<file path="src/hdl/dual_supply_pkg.sv">
// constants and types for the two-wire control target of a dual supply
// assumes a single 100 MHz clock domain; no imports anywhere
package dual_supply_pkg;

  // register addresses seen on the bus
  localparam logic [7:0] ADDR_STATUS1   = 8'h00;
  localparam logic [7:0] ADDR_STATUS2   = 8'h01;
  localparam logic [7:0] ADDR_VOLT_SEL  = 8'h02;
  localparam logic [7:0] ADDR_TONE_MODE = 8'h03;

  // reset values of the two control registers
  localparam logic [7:0] VOLT_SEL_RST   = 8'h00;
  localparam logic [7:0] TONE_MODE_RST  = 8'h00;
  // answer for addresses that hold nothing here
  localparam logic [7:0] UNMAPPED_READ  = 8'h00;

  // field positions in the voltage select register
  localparam int VSEL_A_LSB      = 0;
  localparam int VSEL_B_LSB      = 4;
  localparam int VSEL_W          = 4;

  // field positions in the tone and mode register
  localparam int TONE_ON_A_BIT   = 0;
  localparam int LOW_POWER_A_BIT = 1;
  localparam int KIND_A_BIT      = 2;
  localparam int TONE_ON_B_BIT   = 4;
  localparam int LOW_POWER_B_BIT = 5;
  localparam int KIND_B_BIT      = 6;

  // byte framing
  localparam logic [3:0] BYTE_BITS   = 4'h8;
  localparam logic [3:0] LAST_TX_BIT = 4'h7;
  localparam logic       DIR_READ    = 1'b1;

  // protocol engine states
  typedef enum logic [2:0] {
    ST_IDLE   = 3'b000,
    ST_RX     = 3'b001,
    ST_ACK    = 3'b010,
    ST_TX     = 3'b011,
    ST_MACK   = 3'b100,
    ST_IGNORE = 3'b101
  } state_t;

  // which byte of a transfer is being received
  typedef enum logic [1:0] {
    PH_CHIP = 2'b00,
    PH_REG  = 2'b01,
    PH_DATA = 2'b10
  } phase_t;

endpackage

</file>
<file path="src/hdl/bus_events_if.sv">
// events of the two-wire bus lines, passed from the line watcher
// assumes producer and consumer share one clock
`timescale 1ns/100ps
interface bus_events_if;
  logic scl_rise;
  logic scl_fall;
  logic start;
  logic stop;
  logic sda;

  // watcher produces, protocol engine consumes
  modport watch (output scl_rise, output scl_fall, output start,
                 output stop, output sda);
  modport use_ev (input scl_rise, input scl_fall, input start,
                  input stop, input sda);
endinterface

</file>
<file path="src/hdl/bus_line_watch.sv">
// synchronises the clock and data pins and flags edges, start and stop
// assumes pins are asynchronous to clk_i; ce_i low freezes everything
`timescale 1ns/100ps
module bus_line_watch (
  input  wire logic    clk_i,
  input  wire logic    rst_i,
  input  wire logic    ce_i,
  input  wire logic    scl_i,
  input  wire logic    sda_i,
  bus_events_if.watch  ev
);

  typedef struct packed {
    logic scl_s1;
    logic scl_s2;
    logic scl_p;
    logic sda_s1;
    logic sda_s2;
    logic sda_p;
  } watch_t;

  watch_t r_reg;
  watch_t r_next;

  // two-stage synchronisers, then one stage of history
  always_comb begin
    r_next        = r_reg;
    r_next.scl_s1 = scl_i;
    r_next.scl_s2 = r_reg.scl_s1;
    r_next.scl_p  = r_reg.scl_s2;
    r_next.sda_s1 = sda_i;
    r_next.sda_s2 = r_reg.sda_s1;
    r_next.sda_p  = r_reg.sda_s2;
  end

  // idle bus is high on both lines
  always_ff @(posedge clk_i or posedge rst_i) begin
    if (rst_i) begin
      r_reg <= '1;
    end else if (ce_i) begin
      r_reg <= r_next;
    end
  end

  // edges and conditions from synchronised history only
  assign ev.scl_rise = r_reg.scl_s2 & ~r_reg.scl_p;
  assign ev.scl_fall = ~r_reg.scl_s2 & r_reg.scl_p;
  assign ev.start = r_reg.scl_s2 & r_reg.scl_p
                    & r_reg.sda_p & ~r_reg.sda_s2;
  assign ev.stop  = r_reg.scl_s2 & r_reg.scl_p
                    & ~r_reg.sda_p & r_reg.sda_s2;
  assign ev.sda   = r_reg.sda_s2;

endmodule // bus_line_watch

</file>
<file path="src/hdl/dual_supply_ctrl.sv">
// two-wire target with the voltage select and tone/mode registers
// assumes clk_i far faster than the bus clock; bus pins asynchronous
`timescale 1ns/100ps
module dual_supply_ctrl (
  input  wire logic       clk_i,
  input  wire logic       rst_i,
  input  wire logic       ce_i,
  input  wire logic       scl_i,
  input  wire logic       sda_i,
  output logic            sda_o,
  output logic            sda_oe_o,
  input  wire logic [6:0] chip_addr_i,
  input  wire logic       uvlo_i,
  input  wire logic       tone_input_pin_a_i,
  input  wire logic       tone_input_pin_b_i,
  input  wire logic [7:0] status1_i,
  input  wire logic [7:0] status2_i,
  output logic [3:0]      volt_sel_a_o,
  output logic [3:0]      volt_sel_b_o,
  output logic            tone_gate_a_o,
  output logic            tone_gate_b_o,
  output logic            low_power_a_o,
  output logic            low_power_b_o,
  output logic            tone_input_kind_a_o,
  output logic            tone_input_kind_b_o,
  output logic            busy_o
);

  // whole state of the block
  typedef struct packed {
    dual_supply_pkg::state_t st;
    dual_supply_pkg::phase_t phase;
    logic [3:0]              bitcnt;
    logic [7:0]              shift;
    logic [7:0]              ptr;
    logic                    rd;
    logic                    mack_high;
    logic                    sda_oe;
    logic                    busy;
    logic [7:0]              volt_sel;
    logic [7:0]              tone_mode;
    logic [1:0]              tone_gate;
    logic [1:0]              low_power;
    logic [6:0]              chip_s1;
    logic [6:0]              chip_s2;
    logic                    uvlo_s1;
    logic                    uvlo_s2;
    logic [1:0]              tin_s1;
    logic [1:0]              tin_s2;
  } ctl_t;

  localparam ctl_t CTL_RST = '{
    st:        dual_supply_pkg::ST_IDLE,
    phase:     dual_supply_pkg::PH_CHIP,
    bitcnt:    4'h0,
    shift:     8'h00,
    ptr:       8'h00,
    rd:        1'b0,
    mack_high: 1'b0,
    sda_oe:    1'b0,
    busy:      1'b0,
    volt_sel:  dual_supply_pkg::VOLT_SEL_RST,
    tone_mode: dual_supply_pkg::TONE_MODE_RST,
    tone_gate: 2'h0,
    low_power: 2'h0,
    chip_s1:   7'h00,
    chip_s2:   7'h00,
    uvlo_s1:   1'b1,
    uvlo_s2:   1'b1,
    tin_s1:    2'h0,
    tin_s2:    2'h0
  };

  ctl_t r_reg;
  ctl_t r_next;

  bus_events_if ev ();

  // line synchronisers and event detection
  bus_line_watch u_watch (
    .clk_i (clk_i),
    .rst_i (rst_i),
    .ce_i  (ce_i),
    .scl_i (scl_i),
    .sda_i (sda_i),
    .ev    (ev.watch)
  );

  // byte returned for a register address
  function automatic logic [7:0] read_byte(
    input logic [7:0] addr,
    input logic [7:0] vsel,
    input logic [7:0] tmode
  );
    logic [7:0] v;
    v = dual_supply_pkg::UNMAPPED_READ;
    case (addr)
      dual_supply_pkg::ADDR_STATUS1:   v = status1_i;
      dual_supply_pkg::ADDR_STATUS2:   v = status2_i;
      dual_supply_pkg::ADDR_VOLT_SEL:  v = vsel;
      dual_supply_pkg::ADDR_TONE_MODE: v = tmode;
      default:                         v = dual_supply_pkg::UNMAPPED_READ;
    endcase
    return v;
  endfunction

  // pointer after one byte, wrapping from 8'hff to 8'h00 rather than at the top of the map
  function automatic logic [7:0] next_ptr(input logic [7:0] p);
    return p + 8'h01;
  endfunction

  // tone passes to the supply only while its channel is enabled
  function automatic logic tone_gated(input logic en, input logic pin);
    return en & pin;
  endfunction

  // low power request dropped while the tone is enabled,
  // so a careless write can never starve a tone in progress
  function automatic logic low_power_gated(input logic lp, input logic en);
    return lp & ~en;
  endfunction

  // next state of the protocol engine and registers
  always_comb begin
    r_next = r_reg;

    // pin synchronisers: first stage read only by second
    r_next.chip_s1 = chip_addr_i;
    r_next.chip_s2 = r_reg.chip_s1;
    r_next.uvlo_s1 = uvlo_i;
    r_next.uvlo_s2 = r_reg.uvlo_s1;
    r_next.tin_s1  = {tone_input_pin_b_i, tone_input_pin_a_i};
    r_next.tin_s2  = r_reg.tin_s1;

    case (r_reg.st)
      dual_supply_pkg::ST_IDLE: begin
        r_next.sda_oe = 1'b0;
      end

      // receive eight bits, sampled while the clock is high
      dual_supply_pkg::ST_RX: begin
        if (ev.scl_rise && r_reg.bitcnt != dual_supply_pkg::BYTE_BITS)
        begin
          r_next.shift  = {r_reg.shift[6:0], ev.sda};
          r_next.bitcnt = r_reg.bitcnt + 4'h1;
        end else if (ev.scl_fall
                     && r_reg.bitcnt == dual_supply_pkg::BYTE_BITS) begin
          r_next.bitcnt = 4'h0;
          if (r_reg.uvlo_s2) begin
            r_next.st = dual_supply_pkg::ST_IGNORE;
          end else begin
            case (r_reg.phase)
              dual_supply_pkg::PH_CHIP: begin
                if (r_reg.shift[7:1] == r_reg.chip_s2) begin
                  r_next.rd = (r_reg.shift[0] ==
                               dual_supply_pkg::DIR_READ);
                  r_next.busy   = 1'b1;
                  r_next.sda_oe = 1'b1;
                  r_next.st     = dual_supply_pkg::ST_ACK;
                end else begin
                  r_next.st = dual_supply_pkg::ST_IGNORE;
                end
              end
              dual_supply_pkg::PH_REG: begin
                r_next.ptr    = r_reg.shift;
                r_next.sda_oe = 1'b1;
                r_next.st     = dual_supply_pkg::ST_ACK;
              end
              dual_supply_pkg::PH_DATA: begin
                // the stored byte is kept whole, reserved bits too
                if (r_reg.ptr == dual_supply_pkg::ADDR_VOLT_SEL) begin
                  r_next.volt_sel = r_reg.shift;
                end
                if (r_reg.ptr == dual_supply_pkg::ADDR_TONE_MODE) begin
                  r_next.tone_mode = r_reg.shift;
                end
                r_next.ptr    = next_ptr(r_reg.ptr);
                r_next.sda_oe = 1'b1;
                r_next.st     = dual_supply_pkg::ST_ACK;
              end
              default: begin
                r_next.st = dual_supply_pkg::ST_IGNORE;
              end
            endcase
          end
        end
      end

      // hold data low across the whole acknowledge pulse
      // released three clocks after the fall, well inside clock low
      dual_supply_pkg::ST_ACK: begin
        if (ev.scl_fall) begin
          r_next.bitcnt = 4'h0;
          if (r_reg.rd && r_reg.phase == dual_supply_pkg::PH_CHIP) begin
            r_next.shift = read_byte(r_reg.ptr, r_reg.volt_sel,
                                     r_reg.tone_mode);
            r_next.ptr    = next_ptr(r_reg.ptr);
            r_next.sda_oe = ~r_next.shift[7];
            r_next.st     = dual_supply_pkg::ST_TX;
          end else begin
            r_next.sda_oe = 1'b0;
            r_next.st     = dual_supply_pkg::ST_RX;
            r_next.phase  = (r_reg.phase == dual_supply_pkg::PH_CHIP)
                            ? dual_supply_pkg::PH_REG
                            : dual_supply_pkg::PH_DATA;
          end
        end
      end

      // shift a byte out, changing data only after a falling clock
      // the first bit was already placed when the acknowledge ended
      dual_supply_pkg::ST_TX: begin
        if (ev.scl_fall) begin
          if (r_reg.bitcnt == dual_supply_pkg::LAST_TX_BIT) begin
            r_next.sda_oe = 1'b0;
            r_next.st     = dual_supply_pkg::ST_MACK;
          end else begin
            r_next.shift  = {r_reg.shift[6:0], 1'b0};
            r_next.sda_oe = ~r_reg.shift[6];
            r_next.bitcnt = r_reg.bitcnt + 4'h1;
          end
        end
      end

      // master acknowledge: low continues, high ends the read
      dual_supply_pkg::ST_MACK: begin
        if (ev.scl_rise) begin
          r_next.mack_high = ev.sda;
        end else if (ev.scl_fall) begin
          r_next.bitcnt = 4'h0;
          if (r_reg.mack_high) begin
            r_next.sda_oe = 1'b0;
            r_next.st     = dual_supply_pkg::ST_IGNORE;
          end else begin
            r_next.shift = read_byte(r_reg.ptr, r_reg.volt_sel,
                                     r_reg.tone_mode);
            r_next.ptr    = next_ptr(r_reg.ptr);
            r_next.sda_oe = ~r_next.shift[7];
            r_next.st     = dual_supply_pkg::ST_TX;
          end
        end
      end

      // not addressed or finished: wait for the next condition
      dual_supply_pkg::ST_IGNORE: begin
        r_next.sda_oe = 1'b0;
      end

      default: begin
        r_next.st     = dual_supply_pkg::ST_IDLE;
        r_next.sda_oe = 1'b0;
      end
    endcase

    // start and stop override any byte in progress
    // a repeated start is taken like a start after a stop
    if (ev.start) begin
      r_next.st        = dual_supply_pkg::ST_RX;
      r_next.phase     = dual_supply_pkg::PH_CHIP;
      r_next.bitcnt    = 4'h0;
      r_next.rd        = 1'b0;
      r_next.mack_high = 1'b0;
      r_next.sda_oe    = 1'b0;
      r_next.busy      = 1'b0;
    end else if (ev.stop) begin
      r_next.st     = dual_supply_pkg::ST_IDLE;
      r_next.sda_oe = 1'b0;
      r_next.busy   = 1'b0;
    end

    // tone pin gated by each channel's enable
    r_next.tone_gate[0] =
      tone_gated(r_next.tone_mode[dual_supply_pkg::TONE_ON_A_BIT],
                 r_reg.tin_s2[0]);
    r_next.tone_gate[1] =
      tone_gated(r_next.tone_mode[dual_supply_pkg::TONE_ON_B_BIT],
                 r_reg.tin_s2[1]);

    // low power never reaches the supply while a tone is enabled
    r_next.low_power[0] =
      low_power_gated(r_next.tone_mode[dual_supply_pkg::LOW_POWER_A_BIT],
                      r_next.tone_mode[dual_supply_pkg::TONE_ON_A_BIT]);
    r_next.low_power[1] =
      low_power_gated(r_next.tone_mode[dual_supply_pkg::LOW_POWER_B_BIT],
                      r_next.tone_mode[dual_supply_pkg::TONE_ON_B_BIT]);
  end

  // state register; clock enable freezes all of it
  always_ff @(posedge clk_i or posedge rst_i) begin
    if (rst_i) begin
      r_reg <= CTL_RST;
    end else if (ce_i) begin
      r_reg <= r_next;
    end
  end

  // open-drain data: only ever pulls low
  // a driven high would fight the pull-up and other targets
  assign sda_o    = 1'b0;
  assign sda_oe_o = r_reg.sda_oe;

  // register fields to the analog side; tone and low power bits come through their gates
  assign volt_sel_a_o = r_reg.volt_sel[dual_supply_pkg::VSEL_A_LSB
                                       +: dual_supply_pkg::VSEL_W];
  assign volt_sel_b_o = r_reg.volt_sel[dual_supply_pkg::VSEL_B_LSB
                                       +: dual_supply_pkg::VSEL_W];
  assign tone_gate_a_o = r_reg.tone_gate[0];
  assign tone_gate_b_o = r_reg.tone_gate[1];
  assign low_power_a_o = r_reg.low_power[0];
  assign low_power_b_o = r_reg.low_power[1];
  assign tone_input_kind_a_o =
    r_reg.tone_mode[dual_supply_pkg::KIND_A_BIT];
  assign tone_input_kind_b_o =
    r_reg.tone_mode[dual_supply_pkg::KIND_B_BIT];
  assign busy_o = r_reg.busy;

endmodule // dual_supply_ctrl

</file>
<file path="config.mk">
export PLATFORM = sky130hd
export DESIGN_NAME = dual_supply_ctrl
export DESIGN_NICKNAME = d
export VERILOG_FILES = /design/src/hdl/dual_supply_pkg.sv /design/src/hdl/bus_events_if.sv /design/src/hdl/bus_line_watch.sv /design/src/hdl/dual_supply_ctrl.sv
export SDC_FILE = /design/constraint.sdc
export NUM_CORES = 1
export LEC_CHECK = 0
export BUFFER_PORTS_ARGS = -buffer_cell sky130_fd_sc_hd__buf_2
export CAP_MARGIN = 10
export CORE_MARGIN = 4
export CORE_UTILIZATION = 35
export CTS_CLUSTER_SIZE = 16
export DETAILED_ROUTE_END_ITERATION = 12
export GPL_TIMING_DRIVEN = 0
export PLACE_DENSITY = 0.61
export SYNTH_ARGS = -nofsm -noshare
export SYNTH_HDL_FRONTEND = slang
export SYNTH_SLANG_ARGS = --single-unit
export TNS_END_PERCENT = 5
</file>
<file path="constraint.sdc">
create_clock -name clk_i -period 6.85 [get_ports clk_i]
set_input_delay 1.37 -clock clk_i [delete_from_list [all_inputs] [get_ports clk_i]]
set_output_delay 1.37 -clock clk_i [all_outputs]
set_load 0.01 [all_outputs]
</file>
==> results of run 1 <==
==> critical path: stages <==
cell                       delay [ps]
sky130_fd_sc_hd__clkbuf_1         340
sky130_fd_sc_hd__o21ai_0          180
sky130_fd_sc_hd__nor3_1           680
sky130_fd_sc_hd__buf_2            360
sky130_fd_sc_hd__nor2_1            60
sky130_fd_sc_hd__a21oi_1          130
==> metal layers <==
| metal | vias up | GRT usage | wire [um] |
|---|---|---|---|
| met1 | 1603 | 0.2261 | 4535 |
| met3 | 16 | 0.02768 | 659 |
| met4 | 0 | 0.06961 | 201 |
| met2 | 98 | 0.2386 | 4727 |
| met5 | - | 0 | 0 |
| li1 | 1559 | - | - |
==> synth_stat cells, drive strengths merged, types with 6 or more instances <==
cell	n
nor2	31
buf	16
dfrtp	67
nor3	6
a21oi	34
a31oi	7
nand3	9
ha	10
a22oi	17
clkbuf	14
nand2	24
o21ai	20
inv	15
mux2	43
xor2	6
dfstp	8
nand2b	7
==> stage by stage <==
step / worst slack (ps) / instance area (sq um)
floorplan: 3583 / 4083
CTS: 4027 / 4806
global placement: 2663 / 4487
detailed placement: 3638 / 4517
global route: 3823 / 4806
finish: 3986 / 4806
==> worst max-delay path by stage <==
stage | cells after the start | slack (ps) | start | to
6_report | 6 | 3990 | ce_i | r_reg[52]$_DFFE_PP0P_
5_1_grt | 6 | 3820 | ce_i | r_reg[59]$_DFFE_PP0P_
4_1_cts | 6 | 4030 | ce_i | r_reg[52]$_DFFE_PP0P_
3_5_place_dp | 6 | 3640 | ce_i | r_reg[52]$_DFFE_PP0P_
3_3_place_gp | 2 | 2660 | rst_i | r_reg[51]$_DFFE_PP0P_
2_1_floorplan | 1 | 3580 | rst_i | busy_o$_DFFE_PP0P_
==> where the power goes <==
| part | internal (mW) | total [mW] | switching, mW |
|---|---|---|---|
| Combinational | 0.256 | 0.630 | 0.374 |
| Clock | 0.274 | 0.460 | 0.186 |
| Sequential | 0.537 | 0.650 | 0.112 |
==> cells by family (layout without fill, tap and decap cells) <==
| kind of cell | Yosys count | in the layout | synth area share |
|---|---|---|---|
| other | 1 | 1 | 0.0009185 |
| muxes | 47 | 47 | 0.1293 |
| DFF | 75 | 75 | 0.4622 |
| and+or+nand+nor | 111 | 111 | 0.1443 |
| adders and majority gates | 10 | 10 | 0.03065 |
| AOI/OAI and AO/OA | 105 | 105 | 0.1627 |
| buffers and inverters | 45 | 106 | 0.05271 |
| xor gates and xnor gates | 8 | 8 | 0.01716 |
==> area by class of cell <==
type,instances,area [sq um],share of cell area
tap,143,178.9,0.03723
sequential,75,1887,0.3926
buffer,30,158.9,0.03306
timing repair buffer,46,252.7,0.05259
inverter,15,58.81,0.01224
multi-input combinational,282,1981,0.4121
clock inverter,3,22.52,0.004686
clock buffer,12,266.5,0.05545
==> layout by cell type (no fill, tap or decap), types with 2 or more instances in the layout <==
| cell type | synthesis | final |
|---|---|---|
| sky130_fd_sc_hd__nand3_1 | 9 | 9 |
| sky130_fd_sc_hd__a31oi_1 | 7 | 7 |
| sky130_fd_sc_hd__and3b_1 | 2 | 2 |
| sky130_fd_sc_hd__nor4_1 | 2 | 2 |
| sky130_fd_sc_hd__nor2_1 | 31 | 31 |
| sky130_fd_sc_hd__xor2_1 | 6 | 6 |
| sky130_fd_sc_hd__buf_1 | 3 | 3 |
| sky130_fd_sc_hd__dfstp_2 | 8 | 8 |
| sky130_fd_sc_hd__and2_1 | 3 | 3 |
| sky130_fd_sc_hd__nor2b_1 | 3 | 3 |
| sky130_fd_sc_hd__o221ai_1 | 2 | 2 |
| sky130_fd_sc_hd__o22ai_1 | 5 | 5 |
| sky130_fd_sc_hd__mux2i_1 | 4 | 4 |
| sky130_fd_sc_hd__or2_2 | 2 | 2 |
| sky130_fd_sc_hd__nand2_1 | 23 | 23 |
| sky130_fd_sc_hd__o22a_1 | 3 | 3 |
| sky130_fd_sc_hd__ha_1 | 10 | 10 |
| sky130_fd_sc_hd__a21o_1 | 3 | 3 |
| sky130_fd_sc_hd__clkbuf_8 | 0 | 3 |
| sky130_fd_sc_hd__buf_2 | 3 | 48 |
| sky130_fd_sc_hd__o211a_1 | 2 | 2 |
| sky130_fd_sc_hd__xnor2_1 | 2 | 2 |
| sky130_fd_sc_hd__mux2_2 | 42 | 42 |
| sky130_fd_sc_hd__a22oi_1 | 17 | 17 |
| sky130_fd_sc_hd__clkinv_4 | 0 | 2 |
| sky130_fd_sc_hd__o21ai_0 | 20 | 20 |
| sky130_fd_sc_hd__and3_1 | 5 | 5 |
| sky130_fd_sc_hd__nand2b_1 | 7 | 7 |
| sky130_fd_sc_hd__inv_1 | 15 | 14 |
| sky130_fd_sc_hd__buf_4 | 9 | 9 |
| sky130_fd_sc_hd__nand4_1 | 2 | 2 |
| sky130_fd_sc_hd__a21oi_1 | 34 | 34 |
| sky130_fd_sc_hd__a32o_1 | 2 | 2 |
| sky130_fd_sc_hd__nor3b_1 | 5 | 5 |
| sky130_fd_sc_hd__dfrtp_1 | 67 | 67 |
| sky130_fd_sc_hd__clkbuf_1 | 13 | 13 |
| sky130_fd_sc_hd__clkbuf_16 | 0 | 9 |
| sky130_fd_sc_hd__nor3_1 | 6 | 6 |
==> flow_summary.rst, run 1 <==
.. list-table::
   :header-rows: 1

   * - Metric
     - Value
   * - Max IR drop VDD
     - between 100 and 150 uV
   * - Pwr per Cell Area
     - 362.0 nW/um^2
   * - Placed insts
     - 591
   * - Worst hold-check path type
     - reg -> reg
   * - Sum of routed wire length over all layers
     - 10130 um
   * - Number of flip-flops under the largest register name
     - 43
   * - Synth unique cells
     - 60
   * - Share of synthesized area occupied by flip-flops and latches
     - 0.4622
   * - Routability Congestion
     - 0.8579
   * - Depth of the worst register-to-register path
     - 10
   * - Hold Path Depth
     - 1
   * - Share of synthesized flip-flops with an asynchronous set or reset
     - 1.000
   * - Worst-Skew Late Latency
     - 340 ps
   * - Critical path data required time
     - around 7000 ps
   * - R2R Path End
     - r_reg[52]$_DFFE_PP0P_
   * - Number of inserted diodes
     - 0
   * - Global-route wire length before repair
     - 16530 um
   * - Clock buffer depth
     - 2
   * - Largest net degree at the start of global routing
     - 46
   * - Pre-antenna DRT Iters
     - 5
   * - Final critical-path share of the clock period
     - 0.4182
   * - Fill cells
     - between 1000 and 1500
   * - Worst slew slack as a fraction of its limit
     - 0.4251
   * - # setup viols final
     - 0
   * - Primary FF master, synth
     - sky130_fd_sc_hd__dfrtp_1
   * - Number of clock sinks seen by CTS
     - 75
   * - Count of endpoints failing hold in the final timing report
     - 0
   * - Layout Nets
     - 500
   * - Outcome
     - finished, final reports clean
   * - Slew at the pin closest to its max-slew limit
     - roughly 860 ps
   * - Static leakage power
     - 2.182 nW
   * - DRT iter0 DRCs
     - 192
   * - Total Die Area
     - between 10000 and 15000 sq um
   * - Die Wd
     - 116.0 um
   * - Worst Setup Path Type
     - in -> reg
   * - Number of antenna violations at the first check in global routing
     - 0
   * - Global route total overflow
     - 0
   * - Post-detailed-route wirelength per cell
     - 16.71 um
   * - Number of top-level pins
     - 48
   * - Total of max-cap violations
     - 0
   * - Area contributors post-synth
     - sky130_fd_sc_hd__dfrtp_1 41%, sky130_fd_sc_hd__mux2_2 12%, sky130_fd_sc_hd__dfstp_2 5.1%
   * - Placeable core area
     - roughly 11000 sq um
   * - Ys Warns
     - 0
   * - Setup slack on the worst flop-to-flop path
     - 4150 ps
   * - Number of H-tree levels
     - 3
   * - Row cnt
     - 39
   * - Hold buffers post-CTS
     - 0
   * - Flops & latches, synth
     - 75
   * - Cell accounting for the most synthesized area
     - sky130_fd_sc_hd__dfrtp_1
   * - Critical path capture point type
     - register
   * - Util after Layout
     - 0.4209
   * - Number of I/O port buffers
     - 45
   * - Total Routing Usage GR
     - 0.1591
   * - Net count after synthesis
     - 443
   * - CTS tree
     - built
   * - Fmax achieved
     - 0.3491 GHz
   * - Number of buffers inserted during clock tree synthesis
     - 9
   * - Average vias per placed instance
     - 5.406
   * - Critical path launch point type
     - input pin
   * - RSZ-0062 raised after global routing
     - false
   * - Maximum fanout encountered on the critical timing path
     - 10
   * - Average footprint of a synthesized cell
     - 10.16 sq um
   * - Via total after detailed routing
     - 3276
   * - Setup TNS
     - 0 ps
   * - # Post-CTS Setup Buffers
     - 0
   * - Post-layout instance count excluding filler cells
     - between 600 and 700
   * - Clock tree root buffer cell
     - sky130_fd_sc_hd__clkbuf_16
   * - Residual antenna-violating net count after detailed routing
     - 0
   * - Share of the synthesized area in the top cell type
     - 0.4107
   * - Fin Hold WS
     - 498.2 ps
   * - Cell count after synthesis
     - about 400
   * - Final critical-path required period
     - 2864 ps
   * - Number of synthesized flops with an enable pin
     - 0
   * - Origin of the critical flop-to-flop path
     - r_reg[60]$_DFFE_PP0P_
   * - Die Y-Extent
     - 116.0 um
   * - DRC violations left
     - 0
   * - Initial core utilization
     - 0.3575
   * - Total power after layout
     - about 1.7 mW
   * - Layout overhead on the synthesized area
     - 17.71%
   * - Clock transition at path regs
     - 60 ps
   * - Endpoint of the worst hold-timing path
     - r_reg[11]$_DFFE_PP0P_
   * - Final setup skew
     - roughly 6.7 ps
   * - Fin. max-slew vios
     - 0
   * - Min-Delay Startpoint
     - r_next[11]$_DFFE_PP0P_
   * - Placed wire-length estimate
     - 7269 um
   * - Resized Gates After CTS
     - 0
   * - Via count of the first global-routing pass
     - 3166
   * - Mapped cell area
     - 4083 sq um
   * - Fraction of layout instances using a drive strength above 1
     - 0.2937
   * - Worst EP arrival
     - about 3100 ps
No activity file was read; power rests on OpenSTA's default activity.
==> run 2: changes to the inputs <==
Clock period 6.85 ns to 2.73 ns, I/O delays scaled along.
==> flow_summary.rst, run 2 (synthesis results as in run 1) <==
.. list-table::
   :header-rows: 1

   * - Metric
     - Value
   * - Fin. max-slew vios
     - 0
   * - Worst Setup Path Type
     - reg -> reg
   * - Worst EP arrival
     - 2790 ps
   * - Worst slew slack as a fraction of its limit
     - 0.5951
   * - Critical path data required time
     - between 2000 and 3000 ps
   * - Global-route wire length before repair
     - 16530 um
   * - RSZ-0062 raised after global routing
     - true
   * - Average vias per placed instance
     - between 5 and 6
   * - Number of buffers inserted during clock tree synthesis
     - 9
   * - Number of I/O port buffers
     - 45
   * - Largest net degree at the start of global routing
     - 46
   * - Critical path capture point type
     - register
   * - Static leakage power
     - 2.183 nW
   * - Maximum fanout encountered on the critical timing path
     - 10
   * - R2R Path End
     - tone_gate_a_o$_DFFE_PP0P_
   * - Worst-Skew Late Latency
     - 350 ps
   * - Initial core utilization
     - 0.3575
   * - Outcome
     - finished, final reports clean
   * - Final critical-path share of the clock period
     - 0.9465
   * - Via count of the first global-routing pass
     - between 3000 and 4000
   * - Slew at the pin closest to its max-slew limit
     - 607.4 ps
   * - Critical path launch point type
     - register
   * - Total power after layout
     - 4.377 mW
   * - Die Y-Extent
     - 116.0 um
   * - Final setup skew
     - 11.29 ps
   * - # Post-CTS Setup Buffers
     - 0
   * - Max IR drop VDD
     - approximately 360 uV
   * - Layout Nets
     - 500
   * - Placed wire-length estimate
     - 7269 um
   * - Sum of routed wire length over all layers
     - 10100 um
   * - Number of antenna violations at the first check in global routing
     - 0
   * - Setup TNS
     - 0 ps
   * - Total Die Area
     - ~13000 sq um
   * - Number of flip-flops under the largest register name
     - 43
   * - Total Routing Usage GR
     - 0.1591
   * - Layout overhead on the synthesized area
     - 17.99%
   * - Number of inserted diodes
     - 0
   * - Post-detailed-route wirelength per cell
     - 16.66 um
   * - Worst hold-check path type
     - in -> async
   * - Origin of the critical flop-to-flop path
     - r_reg[68]$_DFFE_PP0P_
   * - Pwr per Cell Area
     - 908.6 nW/um^2
   * - Fraction of layout instances using a drive strength above 1
     - 0.2981
   * - Commonest non-fill, non-tap cell in the layout
     - sky130_fd_sc_hd__dfrtp_1
   * - Depth of the worst register-to-register path
     - 7
   * - Total of max-cap violations
     - 0
   * - Clock buffer depth
     - 2
   * - Pre-antenna DRT Iters
     - 4
   * - # setup viols final
     - 0
   * - Setup slack on the worst flop-to-flop path
     - 150 ps
   * - Fin Hold WS
     - 193.3 ps
   * - Clock tree root buffer cell
     - sky130_fd_sc_hd__clkbuf_16
   * - Count of endpoints failing hold in the final timing report
     - 0
   * - DRC violations left
     - 0
   * - Row cnt
     - 39
   * - DRT iter0 DRCs
     - 209
   * - Via total after detailed routing
     - 3294
   * - CTS tree
     - built
   * - Number of top-level pins
     - 48
   * - Final critical-path required period
     - 2584 ps
   * - Number of clock sinks seen by CTS
     - between 70 and 80
   * - Placement Setup Slack
     - 54.28 ps
   * - Number of H-tree levels
     - 3
   * - Residual antenna-violating net count after detailed routing
     - 0
   * - Placeable core area
     - about 11000 sq um
   * - Setup slack of the critical path after layout
     - 146.0 ps
   * - Fmax achieved
     - 0.3870 GHz
   * - Routability Congestion
     - 0.8579
   * - Clock transition at path regs
     - 60 ps
   * - Die Wd
     - 116.0 um
   * - Most frequent cells in the layout
     - 67 x sky130_fd_sc_hd__dfrtp_1, 48 x sky130_fd_sc_hd__buf_2, 42 x sky130_fd_sc_hd__mux2_2
   * - Global route total overflow
     - 0
-- run 2: cell count changes in the layout (fill, tap and decap cells not counted) --
| cell | change |
|---|---|
| sky130_fd_sc_hd__nor3_1 | -1 |
| sky130_fd_sc_hd__nor3_2 | +1 |
| sky130_fd_sc_hd__nor4_1 | -1 |
| sky130_fd_sc_hd__nor4_2 | +1 |
-- run 2: final cells by class --
cell class              instances  area, sq um
inverters                      15        58.81
multi-input cells             282         1992
clock buffers                  12        266.5
repair buffers                 46        252.7
clock inverters                 3        22.52
flip-flops and latches         75         1887
plain buffers                  30        158.9
fillers                      1122         6601
well taps                     143        178.9
-- run 2: power by group --
part	switching (mW)	leakage, nW	total [mW]	internal (mW)
clock	0.474	0.145	1.16	0.686
combinational	0.943	1.10	1.59	0.644
sequential	0.281	0.936	1.63	1.35
-- run 2: critical path: stages (launching register included) --
cell and delay [ps]:
sky130_fd_sc_hd__dfrtp_1 390, sky130_fd_sc_hd__buf_6 140, sky130_fd_sc_hd__or3b_1 360, sky130_fd_sc_hd__clkbuf_2 180, sky130_fd_sc_hd__or4_4 480, sky130_fd_sc_hd__nor4b_4 470
sky130_fd_sc_hd__mux2i_1 300, sky130_fd_sc_hd__o22ai_1 120
-- run 2: worst max-delay path by stage --
stage,startpoint,endpoint,slack (ps)
floorplan,rst_i,busy_o$_DFFE_PP0P_,290
global placement,rst_i,r_reg[51]$_DFFE_PP0P_,-630
detailed placement,r_reg[60]$_DFFE_PP0P_,r_reg[52]$_DFFE_PP0P_,50
CTS,r_reg[60]$_DFFE_PP0P_,r_reg[52]$_DFFE_PP0P_,60
global route,r_reg[68]$_DFFE_PP0P_,r_reg[47]$_DFFE_PP0P_,-9
finish,r_reg[68]$_DFFE_PP0P_,tone_gate_a_o$_DFFE_PP0P_,150
-- run 2: what timing repair did --
item / in CTS / in global routing
gates resized for setup: 0 / 2
hold buffers: 0 / 0
setup endpoints to repair: 0 / 20
-- run 2: per-layer routing --
metal / wire, um / track usage / up-vias
met4: 174 / 0.06961 / 0
met5: 0 / 0 / -
met1: 4447 / 0.2261 / 1610
met2: 4739 / 0.2386 / 112
li1: - / - / 1557
met3: 736 / 0.02768 / 15
-- run 2: stage by stage --
stage,instances,utilization,cell area (sq um)
global route,606,0.4219,4817
floorplan,402,-,4083
CTS,606,0.4209,4806
global placement,590,0.3929,4487
detailed placement,591,0.3956,4517
finish,606,0.4219,4817
==> run 3: changes to the inputs <==
Settings changed: ABC_AREA set to 1.
==> flow_summary.rst, run 3 <==
.. list-table::
   :header-rows: 1

   * - Metric
     - Value
   * - Outcome
     - finished, final reports clean
   * - Placement Setup Slack
     - between 700 and 800 ps
   * - Number of inserted diodes
     - 0
   * - Global route total overflow
     - 0
   * - Combined area of the multi-input logic cells
     - 2126 sq um
   * - Worst-Skew Late Latency
     - 340 ps
   * - Cell count after synthesis
     - between 500 and 600
   * - # Post-CTS Setup Buffers
     - 0
   * - Most frequent cells after synthesis
     - 181 x sky130_fd_sc_hd__nand2_1, 67 x sky130_fd_sc_hd__dfrtp_1, 60 x sky130_fd_sc_hd__inv_1
   * - CTS tree
     - built
   * - Clock tree root buffer cell
     - sky130_fd_sc_hd__clkbuf_16
   * - Average footprint of a synthesized cell
     - approximately 7.7 sq um
   * - Cell accounting for the most synthesized area
     - sky130_fd_sc_hd__dfrtp_1
   * - Placeable core area
     - around 12000 sq um
   * - # setup viols final
     - 0
   * - Via total after detailed routing
     - 3809
   * - Fin. max-slew vios
     - 0
   * - Resized Gates After CTS
     - 0
   * - Finished layout cell area
     - 5160 sq um
   * - Layout Nets
     - 671
   * - Global-route wire length before repair
     - 19330 um
   * - Die Y-Extent
     - around 120 um
   * - Number of clock sinks seen by CTS
     - 75
   * - Number of buffers inserted during clock tree synthesis
     - 9
   * - DRC violations left
     - 0
   * - Maximum fanout encountered on the critical timing path
     - 8
   * - Number of synthesized flops with an enable pin
     - 0
   * - Slew at the pin closest to its max-slew limit
     - around 510 ps
   * - Worst slew slack as a fraction of its limit
     - 0.6627
   * - Critical path launch point type
     - register
   * - Layout overhead on the synthesized area
     - 17.03%
   * - Count of endpoints failing hold in the final timing report
     - 0
   * - Residual antenna-violating net count after detailed routing
     - 0
   * - Final critical-path share of the clock period
     - 0.7402
   * - Routability Congestion
     - 0.8588
   * - Number of antenna violations at the first check in global routing
     - 0
   * - Static leakage power
     - 2.553 nW
   * - Clock buffer depth
     - 2
   * - Setup slack of the critical path after layout
     - 709.3 ps
   * - Share of the synthesized area in the top cell type
     - 0.3802
   * - Total Die Area
     - 14460 sq um
   * - Share of synthesized area occupied by flip-flops and latches
     - 0.4279
   * - Mapped cell area
     - 4409 sq um
   * - Critical path data required time
     - 2940 ps
   * - Sum of routed wire length over all layers
     - 11470 um
   * - Primary FF master, synth
     - sky130_fd_sc_hd__dfrtp_1
   * - Cell with the most instances after synthesis
     - sky130_fd_sc_hd__nand2_1
   * - Initial core utilization
     - 0.3626
   * - Placed wire-length estimate
     - 8753 um
   * - Row cnt
     - 40
   * - Fraction of layout instances using a drive strength above 1
     - 0.2283
   * - Total Routing Usage GR
     - 0.1677
   * - Total of max-cap violations
     - 0
   * - Fmax achieved
     - 0.4949 GHz
   * - Setup TNS
     - 0 ps
   * - Cell area reported after detailed placement
     - roughly 4900 sq um
   * - Synth unique cells
     - 45
   * - Final setup skew
     - 9.591 ps
   * - Number of top-level pins
     - 48
   * - Average vias per placed instance
     - 4.743
   * - Worst Setup Path Type
     - reg -> reg
   * - Number of I/O port buffers
     - 46
   * - Hold buffers post-CTS
     - 0
   * - Clock transition at path regs
     - 60 ps
   * - Area contributors post-synth
     - sky130_fd_sc_hd__dfrtp_1 38%, sky130_fd_sc_hd__nand2_1 15%, sky130_fd_sc_hd__o21ai_0 5.8%
   * - Flops & latches, synth
     - 75
   * - Ys Warns
     - 0
   * - Number of flip-flops under the largest register name
     - 43
   * - Number of H-tree levels
     - 3
   * - Register area
     - around 1900 sq um
   * - Max IR drop VDD
     - 355.0 uV
   * - Pre-antenna DRT Iters
     - 4
   * - Net count after synthesis
     - just over 600
   * - Worst hold-check path type
     - in -> async
   * - Commonest non-fill, non-tap cell in the layout
     - sky130_fd_sc_hd__nand2_1
   * - Most frequent cells in the layout
     - 181 x sky130_fd_sc_hd__nand2_1, 67 x sky130_fd_sc_hd__dfrtp_1, 59 x sky130_fd_sc_hd__inv_1
   * - Critical path capture point type
     - register
   * - RSZ-0062 raised after global routing
     - false
   * - Share of synthesized flip-flops with an asynchronous set or reset
     - 1.000
   * - Worst EP arrival
     - roughly 2200 ps
   * - Fin Hold WS
     - 242.0 ps
   * - Post-detailed-route wirelength per cell
     - 14.28 um
   * - Pwr per Cell Area
     - 829.9 nW/um^2
   * - Final critical-path required period
     - 2021 ps
   * - Fill cells
     - ~1200
   * - DRT iter0 DRCs
     - about 220
   * - Via count of the first global-routing pass
     - just under 4000
   * - Die Wd
     - roughly 120 um
   * - Largest net degree at the start of global routing
     - 39
==> run 3: metal layers <==
metal	track usage	up-vias	part of all wire
met4	0.05524	0	0.016
met1	0.2241	1780	0.48
met2	0.2768	63	0.47
met5	0	-	0
met3	0.02947	15	0.033
li1	-	1951	-
==> run 3: stage by stage <==
step	cells	power, mW	utilization
final	803	4.282	0.4243
after global routing	803	4.613	0.4243
after CTS	803	4.310	0.4243
after detailed placement	787	3.121	0.4006
after global placement	786	3.088	0.3988
after floorplan	572	2.715	-
==> run 3: layout make-up <==
class / instances / share of cell area
clock buffers: 12 / 0.04583
clock inverters: 4 / 0.009942
multi-input cells: 407 / 0.4120
well taps: 168 / 0.04074
repair buffers: 47 / 0.04850
flip-flops and latches: 75 / 0.3657
inverters: 69 / 0.05165
plain buffers: 21 / 0.02570
==> run 3: cell families (layout without fill, tap and decap cells) <==
family          count (synthesis)  in the layout  synth area share
simple gates                  279            279            0.2903
compound gates                113            113            0.1547
buf+inv                        90            153           0.08995
xor+xnor                        4              4          0.007947
fa+ha+maj                      10             10           0.02838
flops                          75             75            0.4279
other cells                     1              1         0.0008505
==> run 3: worst max-delay path: stages, from the launching register on <==
cell                      delay (ps)
sky130_fd_sc_hd__dfrtp_1         410
sky130_fd_sc_hd__inv_1            90
sky130_fd_sc_hd__ha_1            140
sky130_fd_sc_hd__nand3_1         110
sky130_fd_sc_hd__nor2_2          200
sky130_fd_sc_hd__nand2_1         110
sky130_fd_sc_hd__nor2_1          290
sky130_fd_sc_hd__nand3_1         320
sky130_fd_sc_hd__nand2_1         130
sky130_fd_sc_hd__o21ai_0          90
==> run 3: power breakdown <==
part / leakage [nW] / switching (mW) / internal [mW]
sequential: 0.936 / 0.222 / 1.33
combinational: 1.48 / 1.03 / 0.524
clock: 0.137 / 0.468 / 0.709
==> run 3: worst paths after layout <==
check	startpoint	endpoint	slack [ps]	cells after the start
setup / recovery	r_reg[60]$_DFFE_PP0P_	tone_input_kind_b_o$_DFFE_PP0P_	710	9
hold / removal	rst_i	r_next[8]$_DFFE_PP0P_	240	2
setup reg to reg	r_reg[60]$_DFFE_PP0P_	tone_input_kind_b_o$_DFFE_PP0P_	710	9
hold reg to reg	r_next[0]$_DFFE_PP0P_	r_next[0]$_DFFE_PP0P_	470	2
max in group asynchronous	rst_i	u_watch.r_reg[0]$_DFFE_PP1P_	1840	3
min in group clk_i	uvlo_i	r_next[4]$_DFFE_PP1P_	410	3
